File: src/hw/uifc_regs.vh
// Register map, field positions and reset values of the interrupt/FIFO control block
`ifndef UIFC_REGS_VH
`define UIFC_REGS_VH

// Byte addresses
`define UIFC_ADDR_IER_DLH    32'h50001004
`define UIFC_ADDR_IIR_FCR    32'h50001008

// Reset values
`define UIFC_RST_IER_DLH     8'h00
`define UIFC_RST_FCR         8'h00

// Enable / divisor high byte fields
`define UIFC_IER_RX_DATA     0
`define UIFC_IER_TX_EMPTY    1
`define UIFC_IER_LINE_STAT   2
`define UIFC_IER_MODEM_STAT  3
`define UIFC_IER_PROG_TX_HOLDING_EMPTY   7

// Control write fields
`define UIFC_FCR_QUEUE_EN    0
`define UIFC_FCR_RX_RESET    1
`define UIFC_FCR_TX_RESET    2
`define UIFC_FCR_DMA_MODE    3
`define UIFC_FCR_TET_LSB     4
`define UIFC_FCR_RT_LSB      6

// Identification read fields
`define UIFC_IIR_FIFO_ON     2'b11
`define UIFC_IIR_FIFO_OFF    2'b00

// Pending interrupt codes
`define UIFC_ID_MODEM        4'h0
`define UIFC_ID_NONE         4'h1
`define UIFC_ID_TX_EMPTY     4'h2
`define UIFC_ID_RX_DATA      4'h4
`define UIFC_ID_LINE_STAT    4'h6
`define UIFC_ID_BUSY         4'h7
`define UIFC_ID_TIMEOUT      4'hc

// FIFO depth and fill levels
`define UIFC_DEPTH           5'h10
`define UIFC_RX_LVL_ONE      5'h01
`define UIFC_RX_LVL_QUARTER  5'h04
`define UIFC_RX_LVL_HALF     5'h08
`define UIFC_RX_LVL_TWO_LESS 5'h0e
`define UIFC_TX_LVL_EMPTY    5'h00
`define UIFC_TX_LVL_TWO      5'h02
`define UIFC_TX_LVL_QUARTER  5'h04
`define UIFC_TX_LVL_HALF     5'h08

`endif

File: src/hw/uifc_top.v
// Interrupt enable, interrupt identification and FIFO control of a serial port
//
// Local design decision: strobed register access.
`timescale 1ns/1ns
`default_nettype none
`include "uifc_regs.vh"

module uifc_top (
   // Clock and reset
   input  wire        clk,
   input  wire        nrst,
   // Register port
   input  wire [31:0] addr,
   input  wire [15:0] wdata,
   input  wire        wr,
   input  wire        rd,
   output reg  [15:0] rdata,
   // Line and modem control bits held elsewhere
   input  wire        divisor_access_select,
   input  wire        auto_flow_enable,
   input  wire        rts_request,
   // Core status
   input  wire [4:0]  rx_count,
   input  wire [4:0]  tx_count,
   input  wire        line_status_event,
   input  wire        modem_status_event,
   input  wire        busy_detect,
   input  wire        char_timeout,
   input  wire        tx_write,
   // Received characters from the shift path
   input  wire [7:0]  rx_in_data,
   input  wire        rx_in_valid,
   output reg         rx_in_ready,
   // Received characters toward the receive FIFO
   output reg  [7:0]  rx_out_data,
   output reg         rx_out_valid,
   input  wire        rx_out_ready,
   // Control outputs
   output reg  [7:0]  divisor_high_byte,
   output reg         queue_enable,
   output reg         tx_queue_reset,
   output reg         rx_queue_reset,
   output reg  [3:0]  pending_interrupt_code,
   output reg         irq_pending,
   // Flow control and transfer requests
   output reg         rts_n,
   output reg         dma_rx_req_n,
   output reg         dma_tx_req_n
);

   // Receive fill level selected by the threshold field
   function [4:0] rx_level;
      input [1:0] sel;
      begin
         case (sel)
            2'b00:   rx_level = `UIFC_RX_LVL_ONE;
            2'b01:   rx_level = `UIFC_RX_LVL_QUARTER;
            2'b10:   rx_level = `UIFC_RX_LVL_HALF;
            default: rx_level = `UIFC_RX_LVL_TWO_LESS;
         endcase
      end
   endfunction

   // Transmit empty level selected by the threshold field
   function [4:0] tx_level;
      input [1:0] sel;
      begin
         case (sel)
            2'b00:   tx_level = `UIFC_TX_LVL_EMPTY;
            2'b01:   tx_level = `UIFC_TX_LVL_TWO;
            2'b10:   tx_level = `UIFC_TX_LVL_QUARTER;
            default: tx_level = `UIFC_TX_LVL_HALF;
         endcase
      end
   endfunction

   // Stored control state
   reg  [7:0] ier_dlh_reg;       // Enables and divisor high byte share storage
   reg        dma_mode_reg;
   reg  [1:0] rt_reg;
   reg  [1:0] tet_reg;
   reg        tx_holding_empty_pend_reg;
   reg        tx_holding_empty_cond_reg;
   reg        tx_holding_empty_en_reg;
   reg        rx_req_m1_reg;
   reg        tx_req_m1_reg;
   // Two-entry receive buffer
   reg  [7:0] buf0_reg;
   reg  [7:0] buf1_reg;
   reg  [1:0] cnt_reg;
   reg  [7:0] buf0_next;
   reg  [7:0] buf1_next;
   reg  [1:0] cnt_next;
   reg  [1:0] wpos;

   // Decoded accesses
   wire       sel_ier = (addr == `UIFC_ADDR_IER_DLH);
   wire       sel_iir = (addr == `UIFC_ADDR_IIR_FCR);
   wire       wr_ier  = wr & sel_ier;
   wire       wr_fcr  = wr & sel_iir;
   wire       rd_iir  = rd & sel_iir;
   wire       fifo_en = queue_enable;

   // Queue enable change also flushes both queues, as on a classic port
   wire       en_chg  = wr_fcr & (wdata[`UIFC_FCR_QUEUE_EN] != queue_enable);
   wire       tx_rst  = wr_fcr & (wdata[`UIFC_FCR_TX_RESET] | en_chg);
   wire       rx_rst  = wr_fcr & (wdata[`UIFC_FCR_RX_RESET] | en_chg);

   // Fill levels
   wire [4:0] rx_lvl  = rx_level(rt_reg);
   wire [4:0] tx_lvl  = tx_level(tet_reg);
   wire       rx_hit  = fifo_en ? (rx_count >= rx_lvl)
                                : (rx_count != 5'h00);
   wire       rx_any  = (rx_count != 5'h00);
   wire       tx_empty = (tx_count == 5'h00);
   wire       tx_full  = (tx_count >= `UIFC_DEPTH);
   wire       prog_tx_holding_empty = fifo_en & ier_dlh_reg[`UIFC_IER_PROG_TX_HOLDING_EMPTY];
   wire       tx_holding_empty_cond = prog_tx_holding_empty ? (tx_count <= tx_lvl)
                                    : tx_empty;

   // Gated interrupt sources
   wire       src_ls  = line_status_event & ier_dlh_reg[`UIFC_IER_LINE_STAT];
   wire       src_rda = rx_hit & ier_dlh_reg[`UIFC_IER_RX_DATA];
   wire       src_cto = char_timeout & fifo_en
                        & ier_dlh_reg[`UIFC_IER_RX_DATA];
   wire       src_thr = tx_holding_empty_pend_reg & ier_dlh_reg[`UIFC_IER_TX_EMPTY];
   wire       src_ms  = modem_status_event & ier_dlh_reg[`UIFC_IER_MODEM_STAT];

   // Priority encoder; all sources but the latched transmit empty are live, so a serviced one drops out at once
   reg  [3:0] code;
   always @* begin
      if (src_ls)
         code = `UIFC_ID_LINE_STAT;
      else if (src_rda)
         code = `UIFC_ID_RX_DATA;
      else if (src_cto)
         code = `UIFC_ID_TIMEOUT;
      else if (src_thr)
         code = `UIFC_ID_TX_EMPTY;
      else if (src_ms)
         code = `UIFC_ID_MODEM;
      else if (busy_detect)
         code = `UIFC_ID_BUSY;
      else
         code = `UIFC_ID_NONE;
   end

   // Transmit empty pending: set on entry to the empty condition or on enable
   wire tx_holding_empty_set = (tx_holding_empty_cond & ~tx_holding_empty_cond_reg)
                   | (tx_holding_empty_cond & ier_dlh_reg[`UIFC_IER_TX_EMPTY] & ~tx_holding_empty_en_reg);
   // Serviced by a data write or by reading the code while it names this source
   wire tx_holding_empty_clr = tx_write | (rd_iir & (code == `UIFC_ID_TX_EMPTY));

   // Receive buffer next state; a flush drops both entries
   wire push = rx_in_valid & rx_in_ready;
   wire pop  = rx_out_valid & rx_out_ready;
   always @* begin
      buf0_next = buf0_reg;
      buf1_next = buf1_reg;
      cnt_next  = cnt_reg;
      wpos      = cnt_reg;
      if (pop) begin
         buf0_next = buf1_reg;
         wpos      = cnt_reg - 2'b01;
      end
      if (push) begin
         if (wpos == 2'b00)
            buf0_next = rx_in_data;
         else
            buf1_next = rx_in_data;
      end
      cnt_next = wpos + {1'b0, push};
      if (rx_rst)
         cnt_next = 2'b00;
   end

   // Shared enable / divisor high byte
   always @(posedge clk or negedge nrst) begin
      if (!nrst) begin
         ier_dlh_reg <= `UIFC_RST_IER_DLH;
      end else if (wr_ier) begin
         if (divisor_access_select)
            ier_dlh_reg <= wdata[7:0];
         else
            ier_dlh_reg <= {wdata[7], ier_dlh_reg[6:4], wdata[3:0]};
      end
   end

   // FIFO control fields; the two reset bits are never stored
   always @(posedge clk or negedge nrst) begin
      if (!nrst) begin
         queue_enable <= ((`UIFC_RST_FCR & 8'h01) != 8'h00);
         dma_mode_reg <= 1'b0;
         rt_reg       <= 2'b00;
         tet_reg      <= 2'b00;
      end else if (wr_fcr) begin
         queue_enable <= wdata[`UIFC_FCR_QUEUE_EN];
         dma_mode_reg <= wdata[`UIFC_FCR_DMA_MODE];
         rt_reg       <= wdata[`UIFC_FCR_RT_LSB+1:`UIFC_FCR_RT_LSB];
         tet_reg      <= wdata[`UIFC_FCR_TET_LSB+1:`UIFC_FCR_TET_LSB];
      end
   end

   // Queue reset pulses last one cycle, so software never has to clear them
   always @(posedge clk or negedge nrst) begin
      if (!nrst) begin
         tx_queue_reset <= 1'b0;
         rx_queue_reset <= 1'b0;
      end else begin
         tx_queue_reset <= tx_rst;
         rx_queue_reset <= rx_rst;
      end
   end

   // Transmit empty tracking; set wins over clear
   always @(posedge clk or negedge nrst) begin
      if (!nrst) begin
         tx_holding_empty_pend_reg <= 1'b0;
         tx_holding_empty_cond_reg <= 1'b0;
         tx_holding_empty_en_reg   <= 1'b0;
      end else begin
         tx_holding_empty_cond_reg <= tx_holding_empty_cond;
         tx_holding_empty_en_reg   <= ier_dlh_reg[`UIFC_IER_TX_EMPTY];
         if (tx_holding_empty_set)
            tx_holding_empty_pend_reg <= 1'b1;
         else if (tx_holding_empty_clr | ~tx_holding_empty_cond)
            tx_holding_empty_pend_reg <= 1'b0;
      end
   end

   // Identification outputs
   always @(posedge clk or negedge nrst) begin
      if (!nrst) begin
         pending_interrupt_code <= `UIFC_ID_NONE;
         irq_pending            <= 1'b0;
      end else begin
         pending_interrupt_code <= code;
         irq_pending            <= (code != `UIFC_ID_NONE);
      end
   end

   // Read data stands only in the cycle after the strobe
   always @(posedge clk or negedge nrst) begin
      if (!nrst) begin
         rdata <= 16'h0000;
      end else if (rd & sel_ier) begin
         if (divisor_access_select)
            rdata <= {8'h00, ier_dlh_reg};
         else
            rdata <= {8'h00, ier_dlh_reg[7], 3'b000, ier_dlh_reg[3:0]};
      end else if (rd_iir) begin
         rdata <= {8'h00, (fifo_en ? `UIFC_IIR_FIFO_ON : `UIFC_IIR_FIFO_OFF),
                   2'b00, code};
      end else begin
         rdata <= 16'h0000;                           // Unmapped reads return zero
      end
   end

   // Divisor byte toward the baud generator
   always @(posedge clk or negedge nrst) begin
      if (!nrst)
         divisor_high_byte <= `UIFC_RST_IER_DLH;
      else
         divisor_high_byte <= ier_dlh_reg;
   end

   // Flow control: drop request-to-send at the level, raise again below it
   always @(posedge clk or negedge nrst) begin
      if (!nrst)
         rts_n <= 1'b1;
      else if (auto_flow_enable & fifo_en)
         rts_n <= ~rts_request | (rx_count >= rx_lvl);
      else
         rts_n <= ~rts_request;
   end

   // Mode 1 request latches: rx holds until drained, tx until full
   always @(posedge clk or negedge nrst) begin
      if (!nrst) begin
         rx_req_m1_reg <= 1'b0;
         tx_req_m1_reg <= 1'b0;
      end else begin
         if (rx_rst | ~rx_any)
            rx_req_m1_reg <= 1'b0;
         else if (rx_hit | (char_timeout & fifo_en))
            rx_req_m1_reg <= 1'b1;
         if (tx_full)
            tx_req_m1_reg <= 1'b0;
         else if (tx_rst | (tx_count <= tx_lvl))
            tx_req_m1_reg <= 1'b1;
      end
   end

   // Transfer requests, active low; mode 0 follows single-character state
   always @(posedge clk or negedge nrst) begin
      if (!nrst) begin
         dma_rx_req_n <= 1'b1;
         dma_tx_req_n <= 1'b1;
      end else if (dma_mode_reg & fifo_en) begin
         dma_rx_req_n <= ~rx_req_m1_reg;
         dma_tx_req_n <= ~tx_req_m1_reg;
      end else begin
         dma_rx_req_n <= ~rx_any;
         dma_tx_req_n <= ~tx_empty;
      end
   end

   // Receive buffer storage; ready and valid come from the next count
   always @(posedge clk or negedge nrst) begin
      if (!nrst) begin
         buf0_reg     <= 8'h00;
         buf1_reg     <= 8'h00;
         cnt_reg      <= 2'b00;
         rx_in_ready  <= 1'b0;
         rx_out_valid <= 1'b0;
         rx_out_data  <= 8'h00;
      end else begin
         buf0_reg     <= buf0_next;
         buf1_reg     <= buf1_next;
         cnt_reg      <= cnt_next;
         rx_in_ready  <= (cnt_next != 2'b10);
         rx_out_valid <= (cnt_next != 2'b00);
         rx_out_data  <= buf0_next;
      end
   end

endmodule // uifc_top

`default_nettype wire

File: config.mk
export PLATFORM = sky130hd
export DESIGN_NAME = uifc_top
export DESIGN_NICKNAME = d
export VERILOG_FILES = /design/src/hw/uifc_top.v
export VERILOG_INCLUDE_DIRS = /design/src /design/src/hw
export SDC_FILE = /design/constraint.sdc
export NUM_CORES = 1
export LEC_CHECK = 0
export ABC_AREA = 1
export BUFFER_PORTS_ARGS = -buffer_cell sky130_fd_sc_hd__buf_2
export CAP_MARGIN = 10
export CORE_UTILIZATION = 50
export CTS_BUF_LIST = sky130_fd_sc_hd__clkbuf_2
export DETAILED_ROUTE_END_ITERATION = 8
export PLACE_DENSITY = 0.82
export SLEW_MARGIN = 40
export SYNTH_ARGS = -nofsm -noshare
export SYNTH_HDL_FRONTEND = slang
export SYNTH_SLANG_ARGS = --single-unit
File: constraint.sdc
create_clock -name clk -period 2.6 [get_ports clk]
set_clock_uncertainty 0.2 [all_clocks]
set_input_delay 0.26 -clock clk [delete_from_list [all_inputs] [get_ports clk]]
set_output_delay 0.26 -clock clk [all_outputs]
set_load 0.05 [all_outputs]
==> impl_summary.log <==
INFO  metric post_layout_worst_setup_margin = 0.232 ns
INFO  metric reg2regPathDepth = 11
INFO  metric grt_max_degree = 41
INFO  metric final_weighted_congestion_of_routability_driven_global_placement = 0.885
INFO  metric mapped_cells = 364
INFO  metric arrival = 2.54 ns
INFO  metric initial_core_utilization = 0.525
INFO  metric power_per_cell_area = 655 nW/um2
INFO  metric count_of_clock_tree_sinks = 64
INFO  metric status = completed
INFO  metric detail_route.wirelength.met1 = 2.97 mm
INFO  metric max_cap_violations = 0
INFO  metric r2r-start = tet_reg[0]$_DFFE_PN0P_
INFO  metric regToRegSetupSlack = 0.29 ns
INFO  metric post_synth_main_area_contributors = sky130_fd_sc_hd__dfrtp_1, sky130_fd_sc_hd__nand2_1, sky130_fd_sc_hd__inv_1
INFO  metric fp.coreArea = 5990 um2
INFO  metric final.setup.tns = 0 ns
INFO  metric buffer_levels_on_the_longest_clock_path = 2
INFO  metric hold_end = rdata[2]$_DFF_PN0_
INFO  metric clock_insertion_delay_worst_skew = 0.47 ns
INFO  metric worst-endpoint-required = 2.77 ns
INFO  metric track_usage = 0.258
INFO  metric grt_overflow = 0
INFO  metric first_global_vias = 3,072
INFO  metric capturing_element_type_of_the_critical_path = flip-flop
INFO  metric finalWorstPathRequiredPeriod = 2.37 ns
INFO  metric timing_worst_slew_pin_value = 0.563 ns
INFO  metric drc = 0
INFO  metric clk_transition_reported_paths = 0.17 ns
INFO  metric layout.nets = 607
INFO  metric vertical_die_dimension = 81.3 um
INFO  metric mappedNetlistArea = 3140 um2
INFO  metric cts.repair_timing.setup_buffer_count = 0
INFO  metric synth_warnings = 0
INFO  metric yosysMostFrequentCell = sky130_fd_sc_hd__nand2_1
INFO  metric dr_wl_met3 = 487 um
INFO  metric worst_setup_slack_before_clock_tree_synthesis = 0.534 ns
INFO  metric cell_taking_the_most_area_after_synthesis = sky130_fd_sc_hd__dfrtp_1
INFO  metric worst-setup-path-type = input port to flip-flop
INFO  metric postPlaceCellArea = 3730 um2
INFO  metric routedWlPerCell = 12.8 um
INFO  metric timing.fmax = 422 MHz
INFO  metric max_stage_delay = 0.60 ns
INFO  metric synthDistinctLibCells = 34
INFO  metric route.detailed.vias_per_inst = 5.01
INFO  metric critical_path.top_delay_family = buffers and inverters
INFO  metric tritoncts = yes
INFO  metric worstHoldStart = addr[11]
INFO  metric path_common_cell = sky130_fd_sc_hd__dlygate4sd3_1
INFO  metric hold_slack = 0.0560 ns
INFO  metric timing.final.max_slew_violations = 0
INFO  metric vdd_drop_max = 0.767 mV
INFO  metric drtIter0Drc = 179
INFO  metric cts_made_buffers = 9
INFO  metric filler_cell_count = 463
INFO  metric fraction_of_layout_instances_using_a_drive_strength_above_1 = 0.279
INFO  metric highest-signal-layer = met4
INFO  metric static-leakage-power = 2.32 nW
INFO  metric remaining_antenna_violation_count_after_routing = 0
INFO  metric min_path_type = input port to flip-flop
INFO  metric route.final.wire_length = 7.69 mm
INFO  metric grt_antenna_before_repair = 0
INFO  metric h-tree-depth = 3
INFO  metric grt_pass1_wl = 12.7 mm
INFO  metric seq_cells_post_synth = 64
INFO  metric critical_path.startpoint = rx_count[0]
INFO  metric rsz0062_at_grt = false
INFO  metric port-buffer-count = 108
INFO  metric core_occupancy_in_the_finished_layout = 0.709
INFO  metric n_antenna_cell = 0
INFO  metric clk_root_buffer_cell = sky130_fd_sc_hd__clkbuf_2
INFO  metric worst_path_buf_inv = 4
INFO  metric worstSetupStartpointType = input port
INFO  metric hold-path-cell-count = 6
INFO  metric detailed_place_hpwl = 5.60 mm
INFO  metric finalInstanceArea = 4250 um2
INFO  metric fin_total_pwr = 2.78 mW
INFO  metric postSynth.asyncResetShare = 1.00
INFO  metric ios = 125
INFO  metric drt_pre_antenna_iters = 7
INFO  metric met2_wl = 4.02 mm
INFO  metric synth_edf_count = 0
INFO  metric area_growth = 35.1%
INFO  metric synth_common_cells = sky130_fd_sc_hd__nand2_1, sky130_fd_sc_hd__dfrtp_1, sky130_fd_sc_hd__inv_1, sky130_fd_sc_hd__nor2_1, sky130_fd_sc_hd__nand3_1
INFO  metric post_placement_cell_count = 542
INFO  metric std_cell_rows = 28
INFO  metric via_count = 2,999
INFO  metric number_of_cells_in_the_finished_layout_apart_from_fillers = 599
INFO  metric hold_viol_final = 0
INFO  metric crit_slowest_cell = sky130_fd_sc_hd__dlygate4sd3_1
INFO  metric setup_viol = 0
INFO  metric r2r_end = tx_req_m1_reg$_DFFE_PN0P_
INFO  metric dominantRegCellSynth = sky130_fd_sc_hd__dfrtp_1
INFO  metric synth-seq-area-share = 0.511
INFO  metric cp_max_fo = 2
INFO  metric post_synth.cell_area_avg = 8.63 um2
INFO  metric dieWidth = 81.3 um
INFO  metric fp.dieArea = 6610 um2
INFO  metric path_cells = dlygate4sd3_1 > buf_2 > nor2_1 > dlygate4sd3_1 > nand4_1 > dlygate4sd3_1 > a21oi_1 > nor2_1
INFO  metric max_slew_headroom_at_the_worst_pin = 0.625
INFO  metric synth_largest_type_area_fraction = 0.478
INFO  metric final.period_utilization = 0.911
## placed cells by master, fill, tap and decap left out, types with 2 or more instances in the layout
cell	netlist	layout
sky130_fd_sc_hd__a21oi_1	5	5
sky130_fd_sc_hd__a31oi_1	8	8
sky130_fd_sc_hd__buf_2	0	108
sky130_fd_sc_hd__clkbuf_2	0	12
sky130_fd_sc_hd__clkinv_2	0	3
sky130_fd_sc_hd__conb_1	1	8
sky130_fd_sc_hd__dfrtp_1	60	60
sky130_fd_sc_hd__dfstp_2	4	4
sky130_fd_sc_hd__dlygate4sd3_1	0	41
sky130_fd_sc_hd__ha_1	8	8
sky130_fd_sc_hd__inv_1	49	49
sky130_fd_sc_hd__inv_2	3	3
sky130_fd_sc_hd__mux2_1	8	8
sky130_fd_sc_hd__nand2_1	80	80
sky130_fd_sc_hd__nand2_2	2	2
sky130_fd_sc_hd__nand2_4	3	3
sky130_fd_sc_hd__nand3_1	24	24
sky130_fd_sc_hd__nand4_1	10	10
sky130_fd_sc_hd__nor2_1	47	47
sky130_fd_sc_hd__nor3_2	3	3
sky130_fd_sc_hd__nor3b_1	2	2
sky130_fd_sc_hd__o21ai_0	2	2
sky130_fd_sc_hd__o21ai_1	18	18
sky130_fd_sc_hd__xor2_1	2	2
## worst min-delay path: stages
cell	delay [ns]
sky130_fd_sc_hd__buf_2	0.09
sky130_fd_sc_hd__nor3_2	0.04
sky130_fd_sc_hd__nand2_1	0.09
sky130_fd_sc_hd__nor3_4	0.10
sky130_fd_sc_hd__nand3_1	0.08
sky130_fd_sc_hd__nand2_1	0.05
## logic make-up after synthesis
kind of cell / count (synthesis) / synth area share
AND/OR/NAND/NOR: 179 / 0.262
buffers and inverters: 67 / 0.0955
flip-flops: 64 / 0.511
AO/OA/AOI/OAI: 34 / 0.0609
adder cells (fa/ha/maj): 8 / 0.0318
multiplexers: 8 / 0.0287
XOR/XNOR: 3 / 0.00836
other: 1 / 0.00119
## how the worst max path moves through the flow
| stage | cells past startpoint | slack (ns) | to |
|---|---|---|---|
| after floorplan | 10 | 0.39 | rx_in_ready$_DFF_PN0_ |
| after global placement | 11 | 0.64 | rdata[0]$_DFF_PN0_ |
| after detailed placement | 11 | 0.53 | rdata[0]$_DFF_PN0_ |
| after CTS | 11 | 0.32 | tx_req_m1_reg$_DFFE_PN0P_ |
| after global routing | 11 | 0.14 | tx_req_m1_reg$_DFFE_PN0P_ |
| final | 8 | 0.23 | rx_req_m1_reg$_DFFE_PN0P_ |
## power breakdown
| group | internal (mW) | leakage (nW) | total, mW | switching, mW |
|---|---|---|---|---|
| clock | 0.230 | 0.0757 | 0.565 | 0.335 |
| combinational | 0.323 | 1.43 | 0.965 | 0.643 |
| sequential | 1.16 | 0.822 | 1.25 | 0.0888 |
## layout make-up
class | instances | area (um2) | share of cell area
Clock buffer | 12 | 60.1 | 0.0141
Inverter | 53 | 199 | 0.0469
Sequential cell | 64 | 1610 | 0.378
Tap cell | 75 | 93.8 | 0.0221
Multi-Input combinational cell | 240 | 1260 | 0.297
Clock inverter | 4 | 45.0 | 0.0106
Timing Repair Buffer | 151 | 978 | 0.230
## layer usage
| metal | up-vias | global-route usage |
|---|---|---|
| met5 | - | 0 |
| met4 | 0 | 0.123 |
| met3 | 21 | 0.0652 |
| met2 | 127 | 0.471 |
| met1 | 1401 | 0.273 |
| li1 | 1450 | - |
## what timing repair did
item,CTS,global route
resized for setup,0,0
setup endpoints to repair,0,0
endpoints found under the hold margin,111,0
hold buffers,41,0
Power figures use the tool's default switching activity.
